$ cat config.mk
export PLATFORM = sky130hd
export DESIGN_NAME = dram_chip_select_decode_map
export DESIGN_NICKNAME = d
export VERILOG_FILES = /design/src/dram_map_pkg.sv /design/src/dram_chip_select_decode_map.sv /design/src/latency_monitor.sv /design/src/window_match.sv
export SDC_FILE = /design/constraint.sdc
export NUM_CORES = 2
export LEC_CHECK = 0
export ABC_AREA = 1
export BUFFER_PORTS_ARGS = -buffer_cell sky130_fd_sc_hd__buf_2
export CAP_MARGIN = 15
export CORE_MARGIN = 2
export CORE_UTILIZATION = 61
export DETAILED_ROUTE_END_ITERATION = 6
export PLACE_DENSITY = 0.9
export SLEW_MARGIN = 30
export SYNTH_ARGS = -nofsm -noshare
export SYNTH_HDL_FRONTEND = slang
export SYNTH_SLANG_ARGS = --single-unit
$ cat constraint.sdc
create_clock -name clk -period 29.1 [get_ports clk]
set_input_delay 5.82 -clock clk [delete_from_list [all_inputs] [get_ports clk]]
set_output_delay 5.82 -clock clk [all_outputs]
set_load 0.01 [all_outputs]
$ cat src/dram_map_pkg.sv
package dram_map_pkg;

  localparam int NUM_WINDOWS = 8;
  localparam int NUM_REGS    = 17;

  // Word indices of the map registers; the byte address is four times the index.
  localparam logic [7:0] REG_INDEX [NUM_REGS] = '{
    8'h63, 8'h64, 8'h65, 8'h66, 8'h67, 8'h68, 8'h69, 8'h6A,
    8'h6B, 8'h6C, 8'h6D, 8'h6E, 8'h6F, 8'h70, 8'h71, 8'h72, 8'h73};
  localparam int SLOT_MASK0    = 8;
  localparam int SLOT_BANK_MAP = 16;

  localparam logic [7:0] IDX_PERF_CTRL  = 8'h80;
  localparam logic [7:0] IDX_COUNT0     = 8'h81;
  localparam logic [7:0] IDX_COUNT1     = 8'h82;
  localparam logic [7:0] IDX_COUNT_HIGH = 8'h83;

  localparam logic [31:0] REG_RESET [NUM_REGS] = '{
    32'h0000_0001, 32'h0400_0001, 32'h0800_0001, 32'h0C00_0001,
    32'h1000_0000, 32'h1000_0000, 32'h1000_0000, 32'h1000_0000,
    32'h03F8_FFE0, 32'h03F8_FFE0, 32'h03F8_FFE0, 32'h03F8_FFE0,
    32'h3FE0_FE00, 32'h3FE0_FE00, 32'h3FE0_FE00, 32'h3FE0_FE00,
    32'h4000_0055};
  localparam logic [31:0] BASE_WMASK  = 32'hFFF8_FFE1;
  localparam logic [31:0] MASK_WMASK  = 32'h3FF8_FFE0;
  localparam logic [31:0] MASKN_WMASK = 32'h3FE0_FE00;
  localparam logic [31:0] BANK_WMASK  = 32'hDFFF_FFFF;

  // Field layout of base and mask words.
  localparam int          ENABLE_BIT      = 0;
  localparam logic [31:0] HIGH_FIELD_BITS = 32'hFFE0_0000;
  localparam logic [31:0] LOW_FIELD_BITS  = 32'h0000_FE00;
  localparam logic [31:0] EXT_FIELD_BITS  = 32'h0018_01E0;
  localparam int          REG_TO_ADDR     = 4;

  // Field layout of the bank map word.
  localparam int SIZE_CODE_W   = 4;
  localparam int MON_SEL_LSB   = 16;
  localparam int HASH_LSB      = 18;
  localparam int HASH_W        = 4;
  localparam int HASH_ADDR_LSB = 13;
  localparam int LAYOUT_BIT    = 28;
  localparam int DECODE_BIT    = 30;
  localparam int WIDTH_BIT     = 31;

  localparam logic [7:0] EVENT_LAT_SUM   = 8'h7E;
  localparam logic [7:0] EVENT_LAT_COUNT = 8'h7F;
  localparam int         PERF_CTRL_RESET = 0;
  localparam int         COUNT_W         = 48;

  localparam int CLIENT_TEX0    = 0;
  localparam int CLIENT_RENDER0 = 1;
  localparam int CLIENT_RENDER1 = 2;

  typedef enum logic [1:0] {
    BUS_IDLE      = 2'b00,
    BUS_WRITE     = 2'b01,
    BUS_READ_WAIT = 2'b10,
    BUS_READ_DONE = 2'b11
  } bus_state_t;

endpackage

$ cat src/dram_chip_select_decode_map.sv
// Our own choice: the AHB-Lite slave port.
`timescale 1ns/10ps
`default_nettype none
// Notes on behaviour
// - Bit 0 of each base word enables its window; disabled windows never hit.
// - Address bits whose mask bit is one are left out of the compare.
// - High mask bits grow a window; mask bit for address 25 gives 64 MB.
// - Low mask bits 15:9 drop low address bits in the interleaved layout.
// - Bank map holds four 4-bit pair size codes, 0 is 32 MB to 6 is 2 GB.
// - Spare bits 1:0 pick monitored reader: 00 texture0, x1 render1, 10 render0.
// - Monitor counts when counter selectors hold event codes 7E and 7F.
// - Spare bits 5:2 are XORed into render client 1 address bits 16:13.
// - Hash is one to one: spare bit 2 to address 13, upward in order.
// - Bank map bit 31 picks interface width, 0 is 64 and 1 is 128 bits.
// - High base field supplies address bits above the 32 MB granule.
// - Low base field counts only in interleave mode, otherwise left out of the compare.
module dram_chip_select_decode_map (
  input  wire logic        clk,
  input  wire logic        rst,
  input  wire logic        hsel,
  input  wire logic [31:0] haddr,
  input  wire logic [1:0]  htrans,
  input  wire logic        hwrite,
  input  wire logic [2:0]  hsize,
  input  wire logic [31:0] hwdata,
  input  wire logic        hready,
  output logic             hreadyout,
  output logic      [31:0] hrdata,
  output logic             hresp,
  input  wire logic        req_valid,
  input  wire logic [39:0] req_addr,
  output logic             hit_valid,
  output logic             hit,
  output logic      [2:0]  hit_window,
  output logic      [3:0]  hit_size,
  input  wire logic        render1_valid,
  input  wire logic [39:0] render1_addr,
  output logic             render1_hashed_valid,
  output logic      [39:0] render1_hashed_addr,
  input  wire logic [2:0]  rd_issue,
  input  wire logic [2:0]  rd_return,
  output logic             wide_interface,
  output logic             newer_decode
);
  localparam int NW = dram_map_pkg::NUM_WINDOWS;
  localparam int NR = dram_map_pkg::NUM_REGS;
  localparam int CW = dram_map_pkg::COUNT_W;

  logic [31:0]             regs_r [NR];
  logic [7:0]              perf_ctrl_r;
  logic [7:0]              perf_ctrl1_r;
  logic                    perf_clear;
  dram_map_pkg::bus_state_t state_r;
  logic [7:0]              dph_idx_r;
  logic                    dph_ok_r;
  logic                    hreadyout_r;
  logic [31:0]             hrdata_r;
  logic                    take;
  logic [31:0]             bank_map;
  logic [NW-1:0]           win_hit;
  logic                    any_hit;
  logic [2:0]              first_hit;
  logic                    hit_valid_r;
  logic                    hit_r;
  logic [2:0]              hit_window_r;
  logic [3:0]              hit_size_r;
  logic                    hashed_valid_r;
  logic [39:0]             hashed_addr_r;
  logic [39:0]             hashed_addr;
  logic                    mon_issue;
  logic                    mon_done;
  logic [CW-1:0]           lat_sum;
  logic [CW-1:0]           lat_count;
  logic [31:0]             read_value;

  // Slot of a word index inside the map, or NR when it is not a map register.
  function automatic int unsigned slot_of(input logic [7:0] idx);
    int unsigned s;
    s = NR;
    for (int i = 0; i < NR; i++) begin
      if (dram_map_pkg::REG_INDEX[i] == idx) begin
        s = i;
      end
    end
    return s;
  endfunction

  // Bits of a slot that software may change; the rest read back as stored.
  function automatic logic [31:0] wmask_of(input int unsigned s);
    logic [31:0] m;
    if (s < NW) begin
      m = dram_map_pkg::BASE_WMASK;
    end else if (s < dram_map_pkg::SLOT_MASK0 + 4) begin
      m = dram_map_pkg::MASK_WMASK;
    end else if (s < dram_map_pkg::SLOT_BANK_MAP) begin
      m = dram_map_pkg::MASKN_WMASK;
    end else begin
      m = dram_map_pkg::BANK_WMASK;
    end
    return m;
  endfunction

  assign bank_map = regs_r[dram_map_pkg::SLOT_BANK_MAP];
  assign take     = hsel && hready && htrans[1];

  // Bus handshake. Writes finish with no wait state; reads take one wait state
  // so read data leaves a flop and already sees a write that ended just before.
  always_ff @(posedge clk or posedge rst) begin
    if (rst) begin
      state_r   <= dram_map_pkg::BUS_IDLE;
      dph_idx_r <= 8'h00;
      dph_ok_r  <= 1'b0;
    end else if (take) begin
      state_r   <= hwrite ? dram_map_pkg::BUS_WRITE : dram_map_pkg::BUS_READ_WAIT;
      dph_idx_r <= haddr[9:2];
      dph_ok_r  <= (haddr[31:10] == 22'h000000) && (haddr[1:0] == 2'b00) &&
                   (hsize == 3'b010);
    end else begin
      case (state_r)
        dram_map_pkg::BUS_READ_WAIT: state_r <= dram_map_pkg::BUS_READ_DONE;
        dram_map_pkg::BUS_READ_DONE: state_r <= dram_map_pkg::BUS_IDLE;
        dram_map_pkg::BUS_WRITE:     state_r <= dram_map_pkg::BUS_IDLE;
        default:                     state_r <= dram_map_pkg::BUS_IDLE;
      endcase
    end
  end

  always_ff @(posedge clk or posedge rst) begin
    if (rst) begin
      hreadyout_r <= 1'b1;
    end else if (take && !hwrite) begin
      hreadyout_r <= 1'b0;
    end else if (state_r == dram_map_pkg::BUS_READ_WAIT) begin
      hreadyout_r <= 1'b1;
    end
  end

  always_comb begin
    int unsigned s;
    s = slot_of(dph_idx_r);
    read_value = 32'h0000_0000;
    if (!dph_ok_r) begin
      read_value = 32'h0000_0000;
    end else if (s < NR) begin
      read_value = regs_r[s];
    end else if (dph_idx_r == dram_map_pkg::IDX_PERF_CTRL) begin
      read_value = {16'h0000, perf_ctrl1_r, perf_ctrl_r};
    end else if (dph_idx_r == dram_map_pkg::IDX_COUNT0) begin
      read_value = lat_sum[31:0];
    end else if (dph_idx_r == dram_map_pkg::IDX_COUNT1) begin
      read_value = lat_count[31:0];
    end else if (dph_idx_r == dram_map_pkg::IDX_COUNT_HIGH) begin
      read_value = {lat_count[CW-1:32], lat_sum[CW-1:32]};
    end
  end

  always_ff @(posedge clk or posedge rst) begin
    if (rst) begin
      hrdata_r <= 32'h0000_0000;
    end else if (state_r == dram_map_pkg::BUS_READ_WAIT) begin
      hrdata_r <= read_value;
    end
  end

  // Map registers; a write touches only the bits the field layout defines.
  always_ff @(posedge clk or posedge rst) begin
    if (rst) begin
      for (int i = 0; i < NR; i++) begin
        regs_r[i] <= dram_map_pkg::REG_RESET[i];
      end
    end else if (state_r == dram_map_pkg::BUS_WRITE && dph_ok_r) begin
      for (int i = 0; i < NR; i++) begin
        if (slot_of(dph_idx_r) == i) begin
          regs_r[i] <= (regs_r[i] & ~wmask_of(i)) | (hwdata & wmask_of(i));
        end
      end
    end
  end

  // Writing the counter control word also restarts both counters from zero on the
  // same edge that stores it, so a request issued right after the write is counted.
  assign perf_clear = (state_r == dram_map_pkg::BUS_WRITE) && dph_ok_r &&
                      (dph_idx_r == dram_map_pkg::IDX_PERF_CTRL);

  always_ff @(posedge clk or posedge rst) begin
    if (rst) begin
      perf_ctrl_r  <= 8'(dram_map_pkg::PERF_CTRL_RESET);
      perf_ctrl1_r <= 8'(dram_map_pkg::PERF_CTRL_RESET);
    end else if (perf_clear) begin
      perf_ctrl_r  <= hwdata[7:0];
      perf_ctrl1_r <= hwdata[15:8];
    end
  end

  // Window decode.
  for (genvar w = 0; w < NW; w++) begin : g_win
    window_match u_match (
      .base    (regs_r[w]),
      .mask    (regs_r[dram_map_pkg::SLOT_MASK0 + w]),
      .addr    (req_addr),
      .use_low (bank_map[dram_map_pkg::DECODE_BIT]),
      .use_ext (bank_map[dram_map_pkg::LAYOUT_BIT]),
      .hit     (win_hit[w])
    );
  end

  always_comb begin
    any_hit   = 1'b0;
    first_hit = 3'h0;
    for (int w = NW - 1; w >= 0; w--) begin
      if (win_hit[w]) begin
        any_hit   = 1'b1;
        first_hit = 3'(w);
      end
    end
  end

  always_ff @(posedge clk or posedge rst) begin
    if (rst) begin
      hit_valid_r  <= 1'b0;
      hit_r        <= 1'b0;
      hit_window_r <= 3'h0;
      hit_size_r   <= 4'h0;
    end else begin
      hit_valid_r <= req_valid;
      if (req_valid) begin
        hit_r        <= any_hit;
        hit_window_r <= first_hit;
        hit_size_r   <= bank_map[first_hit[2:1] * dram_map_pkg::SIZE_CODE_W +:
                                 dram_map_pkg::SIZE_CODE_W];
      end
    end
  end

  // Bank hash on the second render client's reads and writes.
  always_comb begin
    hashed_addr = render1_addr;
    for (int b = 0; b < dram_map_pkg::HASH_W; b++) begin
      hashed_addr[dram_map_pkg::HASH_ADDR_LSB + b] =
        render1_addr[dram_map_pkg::HASH_ADDR_LSB + b] ^
        bank_map[dram_map_pkg::HASH_LSB + b];
    end
  end

  always_ff @(posedge clk or posedge rst) begin
    if (rst) begin
      hashed_valid_r <= 1'b0;
      hashed_addr_r  <= 40'h00_0000_0000;
    end else begin
      hashed_valid_r <= render1_valid;
      if (render1_valid) begin
        hashed_addr_r <= hashed_addr;
      end
    end
  end

  // Latency monitor client select.
  always_comb begin
    if (bank_map[dram_map_pkg::MON_SEL_LSB]) begin
      mon_issue = rd_issue[dram_map_pkg::CLIENT_RENDER1];
      mon_done  = rd_return[dram_map_pkg::CLIENT_RENDER1];
    end else if (bank_map[dram_map_pkg::MON_SEL_LSB + 1]) begin
      mon_issue = rd_issue[dram_map_pkg::CLIENT_RENDER0];
      mon_done  = rd_return[dram_map_pkg::CLIENT_RENDER0];
    end else begin
      mon_issue = rd_issue[dram_map_pkg::CLIENT_TEX0];
      mon_done  = rd_return[dram_map_pkg::CLIENT_TEX0];
    end
  end

  latency_monitor #(
    .CNT_W (CW),
    .OUT_W (8)
  ) u_monitor (
    .clk      (clk),
    .rst      (rst),
    .clear    (perf_clear),
    .issue    (mon_issue),
    .done     (mon_done),
    .en_sum   (perf_ctrl_r == dram_map_pkg::EVENT_LAT_SUM),
    .en_count (perf_ctrl1_r == dram_map_pkg::EVENT_LAT_COUNT),
    .sum_r    (lat_sum),
    .count_r  (lat_count)
  );

  assign hreadyout            = hreadyout_r;
  assign hrdata               = hrdata_r;
  assign hresp                = 1'b0;
  assign hit_valid            = hit_valid_r;
  assign hit                  = hit_r;
  assign hit_window           = hit_window_r;
  assign hit_size             = hit_size_r;
  assign render1_hashed_valid = hashed_valid_r;
  assign render1_hashed_addr  = hashed_addr_r;
  assign wide_interface       = bank_map[dram_map_pkg::WIDTH_BIT];
  assign newer_decode         = bank_map[dram_map_pkg::DECODE_BIT];
endmodule
`default_nettype wire

$ cat src/latency_monitor.sv
`timescale 1ns/10ps
`default_nettype none
module latency_monitor #(
  parameter int CNT_W = dram_map_pkg::COUNT_W,
  parameter int OUT_W = 8
) (
  input  wire logic             clk,
  input  wire logic             rst,
  input  wire logic             clear,
  input  wire logic             issue,
  input  wire logic             done,
  input  wire logic             en_sum,
  input  wire logic             en_count,
  output logic      [CNT_W-1:0] sum_r,
  output logic      [CNT_W-1:0] count_r
);
  logic [OUT_W-1:0] open_r;

  // Requests still in flight; each accrues one memory clock of latency per cycle.
  always_ff @(posedge clk or posedge rst) begin
    if (rst) begin
      open_r <= '0;
    end else if (clear) begin
      open_r <= '0;
    end else if (issue && !done) begin
      open_r <= open_r + 1'b1;
    end else if (done && !issue && open_r != '0) begin
      open_r <= open_r - 1'b1;
    end
  end

  always_ff @(posedge clk or posedge rst) begin
    if (rst) begin
      sum_r <= '0;
    end else if (clear) begin
      sum_r <= '0;
    end else if (en_sum) begin
      sum_r <= sum_r + CNT_W'(open_r);
    end
  end

  always_ff @(posedge clk or posedge rst) begin
    if (rst) begin
      count_r <= '0;
    end else if (clear) begin
      count_r <= '0;
    end else if (en_count && done) begin
      count_r <= count_r + 1'b1;
    end
  end
endmodule
`default_nettype wire

$ cat src/window_match.sv
`timescale 1ns/10ps
`default_nettype none
module window_match (
  input  wire logic [31:0] base,
  input  wire logic [31:0] mask,
  input  wire logic [39:0] addr,
  input  wire logic        use_low,
  input  wire logic        use_ext,
  output logic             hit
);
  logic [31:0] addr_view;
  logic [31:0] care;

  always_comb begin
    // Register bit k lines up with address bit k+4, so the word is addr[35:9].
    addr_view = {addr[35:dram_map_pkg::REG_TO_ADDR + 5], 5'h00};
    care = dram_map_pkg::HIGH_FIELD_BITS;
    if (use_low) begin
      care = care | dram_map_pkg::LOW_FIELD_BITS;
    end
    if (use_ext) begin
      care = care | dram_map_pkg::EXT_FIELD_BITS;
    end
    care = care & ~mask;
    hit = base[dram_map_pkg::ENABLE_BIT] &
          ((addr_view & care) == (base & care));
  end
endmodule
`default_nettype wire
==> results.ini <==
[cells_and_area]
num-fill-cells=4373
nNetsFinal=5061
drive_above_1_share_pct=11.7
area_growth_pct=11.0
postLayoutCoreUtil_pct=68.7
final_cells=5637

[global_route]
grt_pass1_wl_um=175000
antenna_found_initial=6
met2_usage_pct=57.9
grt_pass1_vias=31600
use_met1_pct=52.7
grt_remaining_overflow=0
use_met3_pct=10.6
busiest_layer=met2
grtUsageTotal_pct=39.7
grt_start_max_net_pins=160

[clocking]
cts_sinks=597
cts_hold_buffers=0
clk_pin_slew_worst_paths_ps=50
htree_levels=3
post-cts-setup-buffers=0
clock_path_buffers=3
cts.repair.resized=0
cts_tree=done
clock-root-buffer=clkbuf_16
tritoncts.num_buffers=68
clk_latency_ps=620

[worst_hold_path]
hold_end=render1_hashed_addr[33]$_DFFE_PP0P_
whs_path_depth=2
hp-start=render1_hashed_addr[33]$_DFFE_PP0P_
min_path_type=reg2reg

[sta]
fin_skew_ps=34.0
max_freq_mhz=122
finalHoldViolations=0
rsz0062_at_grt=no
max_slew_margin_pct=31.4
period_minus_slack_ps=8220
tns_ps=0
worst_pin_slew_ps=1030
fin_crit_sh_pct=28.2
finalMaxSlewViolations=0
whs_ps=466
finalSetupViolations=0

[setup_path]
critPathKind=in2reg
r2r_slack_ps=23840
r2r_start=dph_idx_r[4]$_DFFE_PP0P_
critPathMaxFanout=15
r2r_end=regs_r[75]$_DFFE_PP1P_
crit_family=simple AND/OR/NAND/NOR gates
endpoint_kind=flip-flop
crit_buf_inv=2
reg2reg_depth=12
worst_path_max_delay_cell=nand2_1
cp.required_ps=29630
arrival_ps=8750
worstSetupStartpointType=input pin
crit_path_max_incr_delay_ps=520
critical_path.cell_chain=buf_2, nand2_1, a21oi_1, nand2_1, inv_1, nand4_1, nor4_1, nand3b_1, nor2_1, o21ai_0, a21oi_1

[run_status]
violations=design-rule violations
status=complete, but fails checks

[route]
routedWlPerCell_um=20.2
drt_iter0_drc=4483
antenna_left=0
drt_wl_total_um=114000
drcViolationCount=2
drtPass1Iterations=7
route.vias.total=34000
via_per_inst=6.04

[yosys]
synth_edf_count=0
ys.flop_type=dfrtp_1
synth_cell_type_count=56
avgSynthCellArea_um2=7.03
synthCells=4771
yosysWarnings=0
async_flop_share_pct=100
synth-seq-area-share_pct=45.1
syn-cell-area_um2=33500
synth-seq-cells=597
synth_nets=4950

[place]
routabilityCongestion=1.01
dp_hpwl_um=74500
port_buffers=229
place_inst=5508

[floorplanning]
initial_core_util_pct=61.9
rows=85
die_y_um=238
die_x_um=238
core_um2=54100
die-area_um2=56900
ioPinCount=248

[job]
drv_cap=0

[pwr]
powerDensity_nw_per_um2=52.3
power_mw=1.94
p_leak_nw=21.3
ir_worst_vdd_mv=0.0424

cell usage after synthesis (3+ instances only):
master / n / area share [%]
a21oi_1: 223 / 3.3
a221oi_1: 10 / 0.26
a31oi_1: 10 / 0.19
buf_1: 6 / 0.067
buf_2: 21 / 0.31
buf_6: 15 / 0.50
clkbuf_1: 180 / 2.0
clkinv_1: 14 / 0.16
dfrtp_1: 443 / 33
dfstp_2: 154 / 12
ha_1: 15 / 0.56
inv_1: 579 / 6.5
inv_2: 9 / 0.10
nand2_1: 1652 / 18
nand2_2: 4 / 0.075
nand2_4: 3 / 0.10
nand3_1: 177 / 2.6
nand3b_1: 13 / 0.29
nand4_1: 74 / 1.4
nor2_1: 251 / 2.8
nor3_1: 65 / 0.97
nor3b_1: 7 / 0.16
nor4_1: 24 / 0.45
o2111ai_1: 4 / 0.10
o211ai_1: 13 / 0.29
o21a_1: 18 / 0.40
o21ai_0: 563 / 8.4
o21ai_1: 131 / 2.0
o21ai_2: 5 / 0.13
o21bai_1: 5 / 0.11
o221ai_1: 11 / 0.29
o22ai_1: 6 / 0.11
o31ai_1: 5 / 0.11
or2_2: 8 / 0.15
xnor2_1: 14 / 0.37
xor2_1: 10 / 0.26
logic make-up (layout without fill, tap and decap cells):
kind of cell	after synthesis	in the layout	share of synthesized area [%]
simple gates	2288	2288	27.8
flops	597	597	45.1
other cells	1	5	0.0112
buf+inv	826	992	9.68
compound gates	1018	1018	16.0
fa+ha+maj	17	17	0.679
xor+xnor	24	24	0.627
registers in the layout (all words and copies together) (netlist names), 4 cells and up:
name	flops
bank_map	31
dph_idx_r	8
hit_size	4
hrdata	32
perf_ctrl1_r	8
perf_ctrl_r	8
regs_r	352
render1_hashed_addr	40
u_monitor.count_r	48
u_monitor.open_r	8
u_monitor.sum_r	48
power by group:
group          internal [mW]  leakage [nW]  switching [mW]
clock network          0.511          1.12           0.358
logic                 0.0600          13.8           0.144
registers              0.854          6.38          0.0184
cell type report:
class / instances / area [µm²] / area share, %
inverter: 602 / 2270 / 6.10
clock buffer: 106 / 2080 / 5.58
tap: 696 / 871 / 2.34
multi-input combinational: 3348 / 15200 / 40.9
clock inverter: 19 / 178 / 0.477
sequential: 597 / 15100 / 40.7
timing repair buffer: 265 / 1440 / 3.87
antenna: 4 / 10.0 / 0.0269
cells in the final DEF, fill, tap and decap left out, types with 13 or more instances in the layout:
master and n:
a21oi_1 223, buf_2 229, buf_4 32, clkbuf_1 17, clkbuf_16 70, clkbuf_8 19, clkinv_1 13, dfrtp_1 443
dfstp_2 154, ha_1 15, inv_1 576, nand2_1 1646, nand3_1 176, nand3b_1 13, nand4_1 74, nor2_1 249
nor3_1 64, nor4_1 24, o211ai_1 13, o21a_1 18, o21ai_0 563, o21ai_1 131, xnor2_1 14
worst reg2reg max path, stage by stage, from the launching register on:
cell	delay (ps)
dfrtp_1	380
inv_1	100
nand4_1	230
inv_2	200
o311ai_4	100
buf_4	300
nand2_1	590
nand2_1	580
inv_2	670
buf_4	720
nand2_1	650
buf_4	440
o21ai_0	220
worst max-delay path by stage:
stage | startpoint | endpoint | slack (ps) | depth (start not counted)
floorplan | rst | bank_map[10]$_DFFE_PP0P_ | 6830 | 1
global placement | rst | hrdata[0]$_DFFE_PP0P_ | 20050 | 5
detailed placement | rst | regs_r[517]$_DFFE_PP0P_ | 20300 | 5
CTS | rst | hrdata[14]$_DFFE_PP0P_ | 20900 | 5
global route | rst | hrdata[14]$_DFFE_PP0P_ | 20560 | 5
finish | rd_return[0] | u_monitor.count_r[26]$_DFFE_PP0P_ | 20880 | 11
per-stage QoR:
| step | setup slack [ps] | area (µm²) |
|---|---|---|
| detailed placement | 20300 | 34900 |
| global placement | 20050 | 34900 |
| CTS | 20900 | 37200 |
| finish | 20880 | 37200 |
| global route | 20560 | 37200 |
| floorplan | 6830 | 33500 |
metal layers:
| metal | vias to the layer above | part of all wire (%) | wire length [µm] |
|---|---|---|---|
| met2 | 2326 | 42 | 47400 |
| met3 | 537 | 14 | 15600 |
| met1 | 15600 | 38 | 42800 |
| li1 | 15500 | - | - |
| met4 | 6 | 7.0 | 8020 |
| met5 | - | 0.032 | 36 |
Note: power is estimated with default switching activity, not from simulation.
